--- src/hw/mbd_defines.vh ---
/*
  Constants for the multiply and branch opcode decoder: register
  offsets, control fields, reset values, operation, word-count and
  condition encodings, and the opcode patterns that are matched.
  Assumes inclusion by bare name from the design file.
*/
`ifndef MBD_DEFINES_VH
`define MBD_DEFINES_VH

// ----------------------------------------
// Register map and fields
// ----------------------------------------
`define MBD_ADDR_CTRL 12'h000
`define MBD_ADDR_STATUS 12'h004
`define MBD_ADDR_WORDS 12'h008
`define MBD_ADDR_COUNT 12'h00c
`define MBD_CTRL_EN 0
`define MBD_CTRL_RESET 1'b1

// ----------------------------------------
// Full-word and partial-word patterns
// ----------------------------------------
`define MBD_W_ADDP 16'hce15
`define MBD_W_LDACCP 16'hce14
`define MBD_W_SUBP 16'hce16
`define MBD_W_SHIFT_HI 14'h3382
`define MBD_W_BRACC_HI 15'h6712
`define MBD_B_LDF 8'h3c
`define MBD_B_LDF_ACC 8'h3d
`define MBD_B_LDF_MOVE 8'h3f
`define MBD_B_LDF_PROD 8'h3e
`define MBD_B_LDF_SUB 8'h5b
`define MBD_B_LDPH 8'h53
`define MBD_B_MAC 8'h5d
`define MBD_B_MACMV 8'h5c
`define MBD_B_MPY 8'h38
`define MBD_B_MPYACC 8'h3a
`define MBD_B_MPYSUB 8'h3b
`define MBD_B_MULT_UNSIGNED_FORM 8'hcf
`define MBD_B_SQACC 8'h39
`define MBD_B_SQSUB 8'h5a
`define MBD_B_STPH 8'h7d
`define MBD_B_STPL 8'h7c
`define MBD_B_BR 8'hff
`define MBD_B_BRAUX 8'hfb
`define MBD_B_BRTCS 8'hf9
`define MBD_B_BRTCC 8'hf8
`define MBD_B_BRGEZ 8'hf4
`define MBD_B_BRGZ 8'hf1
`define MBD_B_BRLEZ 8'hf2
`define MBD_B_BRLZ 8'hf3
`define MBD_B_BRIO 8'hfa
`define MBD_B_BRNOV 8'hf7
`define MBD_B_BRC 8'h5e
`define MBD_B_BRNC 8'h5f
`define MBD_T_MULT_BY_IMMEDIATE 3'h5

// ----------------------------------------
// Decoded operation codes
// ----------------------------------------
`define MBD_OP_NONE 6'h00
`define MBD_OP_ADDP 6'h01
`define MBD_OP_LDACCP 6'h02
`define MBD_OP_SUBP 6'h03
`define MBD_OP_SHIFT 6'h04
`define MBD_OP_LDF 6'h05
`define MBD_OP_LDF_ACC 6'h06
`define MBD_OP_LDF_MOVE 6'h07
`define MBD_OP_LDF_PROD 6'h08
`define MBD_OP_LDF_SUB 6'h09
`define MBD_OP_LDPH 6'h0a
`define MBD_OP_MAC 6'h0b
`define MBD_OP_MACMV 6'h0c
`define MBD_OP_MPY 6'h0d
`define MBD_OP_MPYACC 6'h0e
`define MBD_OP_MPYSUB 6'h0f
`define MBD_OP_SQACC 6'h10
`define MBD_OP_SQSUB 6'h11
`define MBD_OP_STPH 6'h12
`define MBD_OP_STPL 6'h13
`define MBD_OP_MULT_BY_IMMEDIATE 6'h14
`define MBD_OP_MULT_UNSIGNED_FORM 6'h15
`define MBD_OP_BRANCH 6'h16
`define MBD_OP_BRACC 6'h17

// ----------------------------------------
// Word counts and branch conditions
// ----------------------------------------
`define MBD_ONE_WORD 2'h1
`define MBD_TWO_WORD 2'h2
`define MBD_CC_NONE 4'h0
`define MBD_CC_ALWAYS 4'h1
`define MBD_CC_AUXNZ 4'h2
`define MBD_CC_TCSET 4'h3
`define MBD_CC_TCCLR 4'h4
`define MBD_CC_CARRY 4'h5
`define MBD_CC_NOCARRY 4'h6
`define MBD_CC_GEZ 4'h7
`define MBD_CC_GZ 4'h8
`define MBD_CC_LEZ 4'h9
`define MBD_CC_LZ 4'ha
`define MBD_CC_IOLOW 4'hb
`define MBD_CC_NOV 4'hc

`endif

--- src/hw/mbd_decoder.v ---
/*
  Multiply, product-register and branch opcode decoder with an APB
  register slave. Words arrive from program memory with a valid /
  ready handshake; one decoded result per instruction is presented.
  Assumes condition flags are stable when a branch's second word is
  accepted, and an APB master on the same clock.
*/
// Decided for this implementation: the APB interface to the registers and the placing of the registers.
// Operation
// - Word 0xCE15 decodes as add product to accumulator.
// - Word 0xCE14 decodes as load accumulator from product.
// - Word 0xCE16 decodes as subtract product from accumulator.
// - Words 0xCE08 to 0xCE0B set product shift; field in bits 1:0.
// - Byte 0x3C loads factor; 0x3D also accumulates; low byte is operand.
// - Byte 0x3F loads factor, accumulates and moves data.
// - Byte 0x3E loads factor and copies product to accumulator.
// - Byte 0x5B loads factor and subtracts previous product.
// - Byte 0x53 loads product high half from memory.
// - Bytes 0x5D and 0x5C are two-word multiply-accumulate forms.
// - Byte 0x38 multiplies factor by operand into product.
// - Byte 0x3A multiplies and accumulates; 0x3B multiplies and subtracts.
// - Byte 0x39 squares operand and accumulates.
// - Byte 0x5A squares operand and subtracts previous product.
// - Byte 0x7D stores product high; 0x7C stores product low.
// - Word 0xFF80 with bit 7 set is a two-word unconditional branch.
// - Bits 15:1 equal 0x6712 branch to the accumulator address.
// - Byte 0xFB branches when the auxiliary register is nonzero.
// - Byte 0xF9 branches on test flag set, 0xF8 on clear.
// - Bytes 0xF4, 0xF1, 0xF2, 0xF3 branch on accumulator sign tests.
// - Byte 0xFA branches when the I/O status input is low.
// - Byte 0xF7 branches when the overflow flag is clear.
`timescale 1ns/1ps
`include "mbd_defines.vh"
`default_nettype none

module mbd_decoder
(
  input wire mclk,
  input wire resetn,
  input wire psel,
  input wire penable,
  input wire pwrite,
  input wire [11:0] paddr,
  input wire [31:0] pwdata,
  output reg [31:0] prdata,
  output reg pready,
  output reg pslverr,
  input wire [15:0] fetchWord,
  input wire fetchValid,
  output reg fetchReady,
  input wire accZero,
  input wire accNegative,
  input wire carryFlag,
  input wire overflowFlag,
  input wire testControlFlag,
  input wire ioStatus,
  input wire auxNonzero,
  output reg opValid,
  output reg [5:0] opCode,
  output reg [1:0] wordCount,
  output reg [3:0] condCode,
  output reg [7:0] operandField,
  output reg [1:0] productShiftField,
  output reg [12:0] immField,
  output reg [15:0] extraWord,
  output reg branchTaken,
  output reg unknownOp
);

  localparam ST_FIRST = 2'b01;
  localparam ST_SECOND = 2'b10;

  reg [1:0] state;
  reg decodeEnable;
  reg [15:0] firstWord;
  reg [5:0] pendOp;
  reg [3:0] pendCond;
  reg [15:0] opCount;
  reg [15:0] unknownCount;
  reg [5:0] decOp;
  reg [3:0] decCond;
  reg decTwo;
  reg condMet;
  reg [31:0] readMux;
  reg addrHit;
  wire accept;
  wire emit;
  wire emitUnknown;
  wire apbAccess;
  wire apbCommit;
  wire ctrlWrite;
  wire countWrite;

  // ----------------------------------------
  // First-word decode
  // ----------------------------------------
  always @*
  begin
    // Whole and partial word patterns first, then the immediate form, then the byte table
    decOp = `MBD_OP_NONE;
    decCond = `MBD_CC_NONE;
    decTwo = 1'b0;
    if (fetchWord == `MBD_W_ADDP)
      decOp = `MBD_OP_ADDP;
    else if (fetchWord == `MBD_W_LDACCP)
      decOp = `MBD_OP_LDACCP;
    else if (fetchWord == `MBD_W_SUBP)
      decOp = `MBD_OP_SUBP;
    else if (fetchWord[15:2] == `MBD_W_SHIFT_HI)
      decOp = `MBD_OP_SHIFT;
    else if (fetchWord[15:1] == `MBD_W_BRACC_HI)
    begin
      decOp = `MBD_OP_BRACC;
      decCond = `MBD_CC_ALWAYS;
    end
    else if (fetchWord[15:13] == `MBD_T_MULT_BY_IMMEDIATE)
      decOp = `MBD_OP_MULT_BY_IMMEDIATE;
    else
    begin
      case (fetchWord[15:8])
        `MBD_B_LDF: decOp = `MBD_OP_LDF;
        `MBD_B_LDF_ACC: decOp = `MBD_OP_LDF_ACC;
        `MBD_B_LDF_MOVE: decOp = `MBD_OP_LDF_MOVE;
        `MBD_B_LDF_PROD: decOp = `MBD_OP_LDF_PROD;
        `MBD_B_LDF_SUB: decOp = `MBD_OP_LDF_SUB;
        `MBD_B_LDPH: decOp = `MBD_OP_LDPH;
        `MBD_B_MPY: decOp = `MBD_OP_MPY;
        `MBD_B_MPYACC: decOp = `MBD_OP_MPYACC;
        `MBD_B_MPYSUB: decOp = `MBD_OP_MPYSUB;
        `MBD_B_MULT_UNSIGNED_FORM: decOp = `MBD_OP_MULT_UNSIGNED_FORM;
        `MBD_B_SQACC: decOp = `MBD_OP_SQACC;
        `MBD_B_SQSUB: decOp = `MBD_OP_SQSUB;
        `MBD_B_STPH: decOp = `MBD_OP_STPH;
        `MBD_B_STPL: decOp = `MBD_OP_STPL;
        `MBD_B_MAC:
        begin
          decOp = `MBD_OP_MAC;
          decTwo = 1'b1;
        end
        `MBD_B_MACMV:
        begin
          decOp = `MBD_OP_MACMV;
          decTwo = 1'b1;
        end
        `MBD_B_BR:
        begin
          // Bit 7 clear under this byte is not a branch form
          if (fetchWord[7])
          begin
            decOp = `MBD_OP_BRANCH;
            decCond = `MBD_CC_ALWAYS;
            decTwo = 1'b1;
          end
        end
        `MBD_B_BRAUX: decCond = `MBD_CC_AUXNZ;
        `MBD_B_BRTCS: decCond = `MBD_CC_TCSET;
        `MBD_B_BRTCC: decCond = `MBD_CC_TCCLR;
        `MBD_B_BRGEZ: decCond = `MBD_CC_GEZ;
        `MBD_B_BRGZ: decCond = `MBD_CC_GZ;
        `MBD_B_BRLEZ: decCond = `MBD_CC_LEZ;
        `MBD_B_BRLZ: decCond = `MBD_CC_LZ;
        `MBD_B_BRIO: decCond = `MBD_CC_IOLOW;
        `MBD_B_BRNOV: decCond = `MBD_CC_NOV;
        `MBD_B_BRC: decCond = `MBD_CC_CARRY;
        `MBD_B_BRNC: decCond = `MBD_CC_NOCARRY;
        default: decOp = `MBD_OP_NONE;
      endcase
      // Conditional branch bytes share one operation code
      if (decCond != `MBD_CC_NONE)
      begin
        decOp = `MBD_OP_BRANCH;
        decTwo = 1'b1;
      end
    end
  end

  // ----------------------------------------
  // Branch condition, sampled with the second word
  // ----------------------------------------
  always @*
  begin
    // Flags are read live; they must hold at the second word's edge
    case (pendCond)
      `MBD_CC_ALWAYS: condMet = 1'b1;
      `MBD_CC_AUXNZ: condMet = auxNonzero;
      `MBD_CC_TCSET: condMet = testControlFlag;
      `MBD_CC_TCCLR: condMet = ~testControlFlag;
      `MBD_CC_CARRY: condMet = carryFlag;
      `MBD_CC_NOCARRY: condMet = ~carryFlag;
      `MBD_CC_GEZ: condMet = ~accNegative;
      `MBD_CC_GZ: condMet = ~accNegative & ~accZero;
      `MBD_CC_LEZ: condMet = accNegative | accZero;
      `MBD_CC_LZ: condMet = accNegative;
      `MBD_CC_IOLOW: condMet = ~ioStatus;
      `MBD_CC_NOV: condMet = ~overflowFlag;
      default: condMet = 1'b0;
    endcase
  end

  // ----------------------------------------
  // Fetch sequencing and result registers
  // ----------------------------------------
  assign accept = fetchValid & fetchReady;
  assign emit = accept & ((state == ST_SECOND) | ~decTwo);
  // Unknown words still yield a one-word result
  assign emitUnknown = accept & (state == ST_FIRST) & (decOp == `MBD_OP_NONE);

  always @(posedge mclk or negedge resetn)
  begin
    if (!resetn)
    begin
      state <= ST_FIRST;
      fetchReady <= 1'b0;
      firstWord <= 16'h0000;
      pendOp <= `MBD_OP_NONE;
      pendCond <= `MBD_CC_NONE;
      opValid <= 1'b0;
      opCode <= `MBD_OP_NONE;
      wordCount <= `MBD_ONE_WORD;
      condCode <= `MBD_CC_NONE;
      operandField <= 8'h00;
      productShiftField <= 2'h0;
      immField <= 13'h0000;
      extraWord <= 16'h0000;
      branchTaken <= 1'b0;
      unknownOp <= 1'b0;
    end
    else
    begin
      // One word may still be taken in the cycle after disable
      fetchReady <= decodeEnable;
      opValid <= 1'b0;
      case (state)
        ST_FIRST:
        begin
          if (accept)
          begin
            firstWord <= fetchWord;
            // Decode is held until its data word arrives
            if (decTwo)
            begin
              pendOp <= decOp;
              pendCond <= decCond;
              state <= ST_SECOND;
            end
            else
            begin
              opValid <= 1'b1;
              opCode <= decOp;
              wordCount <= `MBD_ONE_WORD;
              condCode <= decCond;
              operandField <= fetchWord[7:0];
              branchTaken <= (decOp == `MBD_OP_BRACC);
              unknownOp <= (decOp == `MBD_OP_NONE);
              if (decOp == `MBD_OP_SHIFT)
                productShiftField <= fetchWord[1:0];
              if (decOp == `MBD_OP_MULT_BY_IMMEDIATE)
                immField <= fetchWord[12:0];
            end
          end
        end
        ST_SECOND:
        begin
          if (accept)
          begin
            opValid <= 1'b1;
            opCode <= pendOp;
            wordCount <= `MBD_TWO_WORD;
            condCode <= pendCond;
            operandField <= firstWord[7:0];
            // Second word is data, never decoded as an instruction
            extraWord <= fetchWord;
            branchTaken <= condMet;
            unknownOp <= 1'b0;
            state <= ST_FIRST;
          end
        end
        default: state <= ST_FIRST;
      endcase
    end
  end

  // ----------------------------------------
  // APB register access
  // ----------------------------------------
  assign apbAccess = psel & penable & ~pready;
  assign apbCommit = psel & penable & pready;

  // ----------------------------------------
  // Register write strobes
  // ----------------------------------------
  // Writes to STATUS and WORDS complete normally and change nothing
  assign ctrlWrite = apbCommit & pwrite & (paddr == `MBD_ADDR_CTRL);
  assign countWrite = apbCommit & pwrite & (paddr == `MBD_ADDR_COUNT);

  always @*
  begin
    addrHit = 1'b1;
    readMux = 32'h0000_0000;
    case (paddr)
      `MBD_ADDR_CTRL: readMux[`MBD_CTRL_EN] = decodeEnable;
      `MBD_ADDR_STATUS:
      begin
        // Field layout follows the result ports; gaps read as zero
        readMux[5:0] = opCode;
        readMux[9:8] = wordCount;
        readMux[11:10] = productShiftField;
        readMux[15:12] = condCode;
        readMux[16] = branchTaken;
        readMux[17] = unknownOp;
        readMux[18] = (state == ST_SECOND);
      end
      `MBD_ADDR_WORDS: readMux = {extraWord, firstWord};
      `MBD_ADDR_COUNT: readMux = {unknownCount, opCount};
      default: addrHit = 1'b0;
    endcase
  end

  always @(posedge mclk or negedge resetn)
  begin
    if (!resetn)
    begin
      pready <= 1'b0;
      pslverr <= 1'b0;
      prdata <= 32'h0000_0000;
      decodeEnable <= `MBD_CTRL_RESET;
    end
    else
    begin
      // Registered answer keeps the bus outputs glitch free
      pready <= apbAccess;
      if (apbAccess)
      begin
        prdata <= pwrite ? 32'h0000_0000 : readMux;
        pslverr <= ~addrHit;
      end
      else
      begin
        // Answer stands for the pready cycle only
        prdata <= 32'h0000_0000;
        pslverr <= 1'b0;
      end
      if (ctrlWrite)
        decodeEnable <= pwdata[`MBD_CTRL_EN];
    end
  end

  // ----------------------------------------
  // Instruction counters, write clears
  // ----------------------------------------
  always @(posedge mclk or negedge resetn)
  begin
    if (!resetn)
    begin
      opCount <= 16'h0000;
      unknownCount <= 16'h0000;
    end
    else if (countWrite)
    begin
      // A count arriving with the clear is kept
      opCount <= emit ? 16'h0001 : 16'h0000;
      unknownCount <= emitUnknown ? 16'h0001 : 16'h0000;
    end
    else
    begin
      // Counts wrap at 16 bits; software must read often enough
      if (emit)
        opCount <= opCount + 16'h0001;
      if (emitUnknown)
        unknownCount <= unknownCount + 16'h0001;
    end
  end

endmodule

`default_nettype wire

--- config.mk ---
export PLATFORM = sky130hd
export DESIGN_NAME = mbd_decoder
export DESIGN_NICKNAME = d
export VERILOG_FILES = /design/src/hw/mbd_decoder.v
export VERILOG_INCLUDE_DIRS = /design/src /design/src/hw
export SDC_FILE = /design/constraint.sdc
export NUM_CORES = 1
export LEC_CHECK = 0
export ABC_AREA = 1
export BUFFER_PORTS_ARGS = -buffer_cell sky130_fd_sc_hd__buf_2
export CAP_MARGIN = 5
export CORE_MARGIN = 2
export CORE_UTILIZATION = 37
export CTS_CLUSTER_DIAMETER = 150
export DETAILED_ROUTE_END_ITERATION = 8
export PLACE_DENSITY = 0.56
export SLEW_MARGIN = 20
export SYNTH_ARGS = -nofsm -noshare
export SYNTH_HDL_FRONTEND = slang
export SYNTH_SLANG_ARGS = --single-unit
--- constraint.sdc ---
create_clock -name mclk -period 2.5 [get_ports mclk]
set_clock_uncertainty 0.1 [all_clocks]
set_input_delay 0.25 -clock mclk [delete_from_list [all_inputs] [get_ports mclk]]
set_output_delay 0.25 -clock mclk [all_outputs]
set_load 0.05 [all_outputs]
==> results of run 1 <==
## area by class of cell
class	instances	area, µm²	area share (%)
flip-flops and latches	148	3710	39.5
multi-input cells	679	3330	35.5
clock inverters	13	146	1.56
repair buffers	166	977	10.4
well taps	270	338	3.60
inverters	113	424	4.52
clock buffers	19	453	4.83
## layout by cell type, fill, tap and decap left out, types with 5 or more instances in the layout
master     synthesis  final
xor2_1            18     18
nand4_1           20     20
inv_1            107    107
nor2_1            87     87
o221ai_1          14     14
o21ai_0           94     94
a31oi_1           10     10
nand2_2           18     18
buf_2              6    128
nand3_1           56     56
inv_2              5      5
nor4_1            10     10
o22ai_1            5      5
nor3_1            17     17
buf_4              2     30
inv_6              0      5
nand2_1          262    262
dfrtp_1          145    145
nor2_2             6      6
a21oi_1           29     29
clkbuf_16          0     17
## power by group through the flow
stage | Clock [mW] | Sequential, mW | Combinational [mW]
floorplan | 0 | 2.46 | 0.101
global placement | 0 | 2.45 | 0.271
detailed placement | 0 | 2.45 | 0.271
CTS | 2.64 | 2.40 | 0.277
global route | 2.75 | 2.40 | 0.303
finish | 2.60 | 2.40 | 0.274
## per-stage QoR
step | cells | utilization, %
final | 1408 | 46.3
after global routing | 1408 | 46.3
after CTS | 1408 | 46.3
after detailed placement | 1372 | 43.2
after global placement | 1372 | 43.2
after floorplan | 976 | -
## cells by family after synthesis
logic type      after synthesis  synth area share [%]
compound gates              161                  11.8
xor+xnor                     19                  2.18
fa+ha+maj                     4                 0.655
buf+inv                     149                  7.94
flops                       148                  48.5
mux                           1                 0.147
other cells                   1                0.0491
simple gates                493                  28.7
## tightest hold or removal path, cell delays in order
cell,delay (ns)
buf_2,0.12
nand2_1,0.06
a31oi_1,0.08
## per-layer routing
layer	share of wire (%)	vias to the layer above	global-route usage [%]
met3	4.7	22	4.69
met2	47	168	33.8
li1	-	3481	-
met5	0	-	0
met1	47	3254	29.7
met4	1.3	0	5.67
## worst max path at each step
stage	from	end	cells after the start
2_1_floorplan	fetchWord[9]	unknownCount[10]	14
3_3_place_gp	fetchWord[15]	opCount[15]	14
3_5_place_dp	fetchWord[15]	opCount[12]	15
4_1_cts	penable	prdata[18]	11
5_1_grt	penable	prdata[16]	11
6_report	penable	prdata[18]	11
## state kept, by name, indices dropped and copies added (netlist names), 2 cells and up
register / flops
opCode: 5
prdata: 32
firstWord: 16
wordCount: 2
operandField: 8
extraWord: 16
state: 2
immField: 13
pendCond: 4
unknownCount: 16
productShiftField: 2
condCode: 4
pendOp: 5
opCount: 16
==> results.toml, run 1 <==
[clocking]
cts_tree = "done"
cts-hold-fix-buffers = 4
clock_latency_ns = 0.43
path_clk_slew_ns = 0.07
postCtsSetupRepairBufs = 0
cts_root_buf = "clkbuf_16"
cts-buffers-inserted = 17
htreeDepth = 4
post_cts_resized = 0
cts_buffer_depth = 2
clock_sinks = 148

[floorplanning]
dieArea_um2 = 21800
core_area_um2 = 20200
pin_count = 162
start_util_pct = 37.8
fp-row-count = 52
die_x_um = 148
fp.dieH_um = 148

[critical_path]
path_cells = "dlygate4sd3_1, buf_2, nand2_1, dlygate4sd3_1, nor2_1, nand2_1, buf_4, nor2_1, buf_4, nand2_1, inv_1"
r2r-start = "state[0]"
worst-path-buf-inv = 6
crit_path_end_kind = "flip-flop"
path_delay_family = "buffers and inverters"
cp-start-kind = "primary input"
rrSetupSlack_ns = 0.50
r2r_end = "opCode[0]"
crit_arrival_ns = 2.39
slowest_delay_ns = 0.56
slowest_stage = "dlygate4sd3_1"
crit_fanout = 17
cpMostUsedCell = "nand2_1"
critPathKind = "in2reg"
cp.required_ns = 2.77
reg2reg_depth = 7

[power]
pwr-share-clk_pct = 49.3
switching_share_pct = 24.0
irDropWorstVdd_v = 0.000478
p_leak_nw = 4.93
report.power.total_mw = 5.28
p_seq_share_pct = 45.5
comb_power_share_pct = 5.2
p_switching_mw = 1.26
power_report.internal_total_mw = 4.01
power_density_nw_per_um2 = 563

[logic_synthesis]
ys_ff_latch = 148
ys.flop_type = "dfrtp_1"
yosysWarningCount = 0
ys_seq_area_share_pct = 48.5
synthTopCellsByCount = "262 x nand2_1, 145 x dfrtp_1, 107 x inv_1"
synthDistinctLibCells = 47
async_flop_share_pct = 100
yosys.area.top_type = "dfrtp_1"
yosysTopAreaCellShare_pct = 47.5
netlist_area_um2 = 7640
syn_avg_cell_area_um2 = 7.83
synth-edff-count = 0
synth_cells = 976
synth_most_common_cell = "nand2_1"
syn-num-nets = 1053
synth_area_leaders = "dfrtp_1 48%, nand2_1 13%, o21ai_0 6.2%, inv_1 5.3%, nor2_1 4.3%"

[global_routing]
grt_overflow = 0
grt_use_total_pct = 21.3
grt_max_degree = 53
grt_pass1_vias = 6581
antenna_found_initial = 0
grt_first_pass_wirelength_um = 36300

[place]
place_ws_ns = 0.165
place_congestion = 0.887
dp_hpwl_um = 16800
port_buffers = 129
placed_cell_area_um2 = 8740

[sta]
worst_pin_slew_ns = 0.558
setup_violations = 0
hold_ws_ns = 0.0217
hold_viol_final = 0
slew_violations = 0
relSlewSlack_pct = 62.4
period_share_pct = 84.9
fin_tns_setup_ns = 0
timing.fmax_mhz = 471
rsz0062_at_grt = "no"
min_period_ns = 2.12
setup_ws_ns = 0.377

[cells_and_area]
area_growth_syn_to_layout_pct = 22.8
drive_gt1_share_pct = 21.2
fillers = 2028
antenna_cells = 0
fin_area_um2 = 9380
fin_nets = 1202

[detailed_routing]
drcViolationCount = 0
drt-total-wl_um = 22500
first_pass_iters = 5
vias_per_cell = 4.92
wl_per_cell_um = 16.0
drtAntennaViolNets = 0
vias = 6925
drt_iter0_drc = 618

[min_path]
min_from = "fetchWord[6]"
holdPathStages = 3
hold_class = "in2reg"
min_to = "operandField[6]"

[flow_run]
drv_cap = 0

[status]
outcome = "completed"
(Power assumes the default switching activity.)
==> inputs of run 2 (changes only) <==
Settings changed: PLACE_DENSITY 0.56 to 0.58.
Clock period 2.5 ns to 1.8 ns, I/O delays scaled along.
==> run 2 against run 1 <==
Effect of this change:
- the run now ends with setup timing left
- final cell count up 6.1%
- clock-buffer cell count up 1
- combinational power up 87%
- worst hold slack improved by 0.034 ns
- wire length increased by 7.5%
- die area is the same
- register-to-register slack got worse by 0.53 ns
- sequential power is 39% higher
- critical path type is now reg2reg
- worst setup slack worse by 0.40 ns
- clock power grew 33%
==> results.toml, run 2 (synthesis results as in run 1) <==
[status]
outcome = "complete, but fails checks"
violations = "setup timing"

[power]
switching_share_pct = 23.7
report.power.total_mw = 7.31
comb_power_share_pct = 7.0
p_switching_mw = 1.73
power_report.internal_total_mw = 5.58
power_density_nw_per_um2 = 687
irDropWorstVdd_v = 0.000635
pwr-share-clk_pct = 47.3
p_seq_share_pct = 45.7
p_leak_nw = 5.50

[flow_run]
drv_cap = 0

[floorplanning]
fp.dieH_um = 148
core_area_um2 = 20200
dieArea_um2 = 21800
pin_count = 162
start_util_pct = 37.8
die_x_um = 148
fp-row-count = 52

[place]
placed_cell_area_um2 = 9380
dp_hpwl_um = 17900
placed_cells = 1440
place_congestion = 0.912
port_buffers = 129
place_ws_ns = -0.551

[global_routing]
grt_overflow = 0
antenna_found_initial = 0
grt_pass1_vias = 7095
grt_first_pass_wirelength_um = 37400
grt_use_total_pct = 22.0
grt_max_degree = 51

[detailed_routing]
wl_per_cell_um = 16.2
first_pass_iters = 5
vias_per_cell = 4.93
drcViolationCount = 0
drtAntennaViolNets = 0
vias = 7364
drt-total-wl_um = 24200
drt_iter0_drc = 493

[critical_path]
path_delay_family = "flip-flops"
path_cells = "ha_4, inv_4, a21oi_2, a21boi_4, buf_6, clkbuf_16, o22ai_1"
cp.required_ns = 2.00
slowest_stage = "dfstp_2"
crit_path_end_kind = "flip-flop"
crit_fanout = 7
worst-path-buf-inv = 3
reg2reg_depth = 7
cp-start-kind = "flip-flop"
slowest_delay_ns = 0.56
worstSetupPathDepth = 7
critPathKind = "reg2reg"
crit_arrival_ns = 2.03

[cells_and_area]
largest_reg_flops = 32
final_core_util_pct = 52.6
fin_area_um2 = 10600
drive_gt1_share_pct = 31.6
mostFrequentLayoutCell = "nand2_1"
fin_nets = 1288
area_growth_syn_to_layout_pct = 39.3
final_cell_count_no_fill = 1494
antenna_cells = 0
largest_register = "prdata"
layout_common_cells = "246 x nand2_1, 144 x dfrtp_1, 119 x buf_2"

[sta]
rsz0062_at_grt = "yes"
timing.fmax_mhz = 548
hold_ws_ns = 0.0559
slew_violations = 0
setup_ws_ns = -0.0254
period_share_pct = 101
fin_tns_setup_ns = -0.0373
hold_viol_final = 0
setup_violations = 5
min_period_ns = 1.83

[clocking]
clock_sinks = 148
cts_root_buf = "clkbuf_16"
cts-buffers-inserted = 17
path_clk_slew_ns = 0.06
cts_buffer_depth = 2
htreeDepth = 4
cts_tree = "done"
clock_latency_ns = 0.43

[min_path]
hold_class = "in2reg"
holdPathStages = 4
[run 2: cell types whose count changed in the layout (fill, tap and decap cells not counted), moves of 6 or more]
cell     previous run  this run
buf_12              3        12
buf_2             128       119
buf_4              30        93
buf_6               1        16
nand2_1           262       246
nand2_2            18        25
nand2_4             3        10
nand3_1            56        35
nand3_2             2        21
nor2_1             87        77
nor2_4              2        11
o21ai_0            94        85
o21ai_1             1         7
[run 2: layer usage]
metal  track usage, %  routed length [µm]  vias up  share of wire [%]
li1                 -                   -     3651                  -
met1             29.7               10800     3507                 45
met2             36.2               11800      169                 49
met3             3.83                 985       37                4.1
met4             7.07                 578        0                2.4
met5                0                   0        -                  0
[run 2: worst register-to-register path, stage by stage (launching register included)]
cell and delay, ns:
dfstp_2 0.56, ha_4 0.15, inv_4 0.05, a21oi_2 0.12, a21boi_4 0.32, buf_6 0.17
clkbuf_16 0.15, o22ai_1 0.09
[run 2: final cells by class]
type	instances	area, µm²
Sequential cell	148	3710
Clock buffer	20	437
Clock inverter	12	134
Timing Repair Buffer	251	1870
Inverter	113	438
Tap cell	270	338
Multi-Input combinational cell	679	3710
Fill cell	1909	9590
Timing Repair inverter	1	7.51
[run 2: what timing repair did]
item | in CTS | in global routing
pin swaps | 0 | 24
hold endpoints to repair | 152 | 0
setup buffers | 0 | 10
gates resized for setup | 4 | 127
setup endpoints to repair | 23 | 72
hold buffers | 8 | 0
cloned | 0 | 5
[run 2: power groups by stage]
stage / clock (mW) / sequential, mW / combinational, mW
detailed placement: 0 / 3.40 / 0.461
global placement: 0 / 3.40 / 0.461
global route: 3.63 / 3.34 / 0.562
CTS: 3.50 / 3.34 / 0.477
finish: 3.46 / 3.34 / 0.513
floorplan: 0 / 3.41 / 0.148
[run 2: final timing paths]
check	start	to	slack [ns]
worst max-delay path	state[0]	opCode[1]	-0.03
worst min-delay path	paddr[2]	pslverr	0.06
worst min register to register	decodeEnable	fetchReady	0.33
max in group asynchronous	resetn	state[0]	0.88
worst max register to register	state[0]	opCode[1]	-0.03
min in group asynchronous	resetn	pendOp[0]	0.12
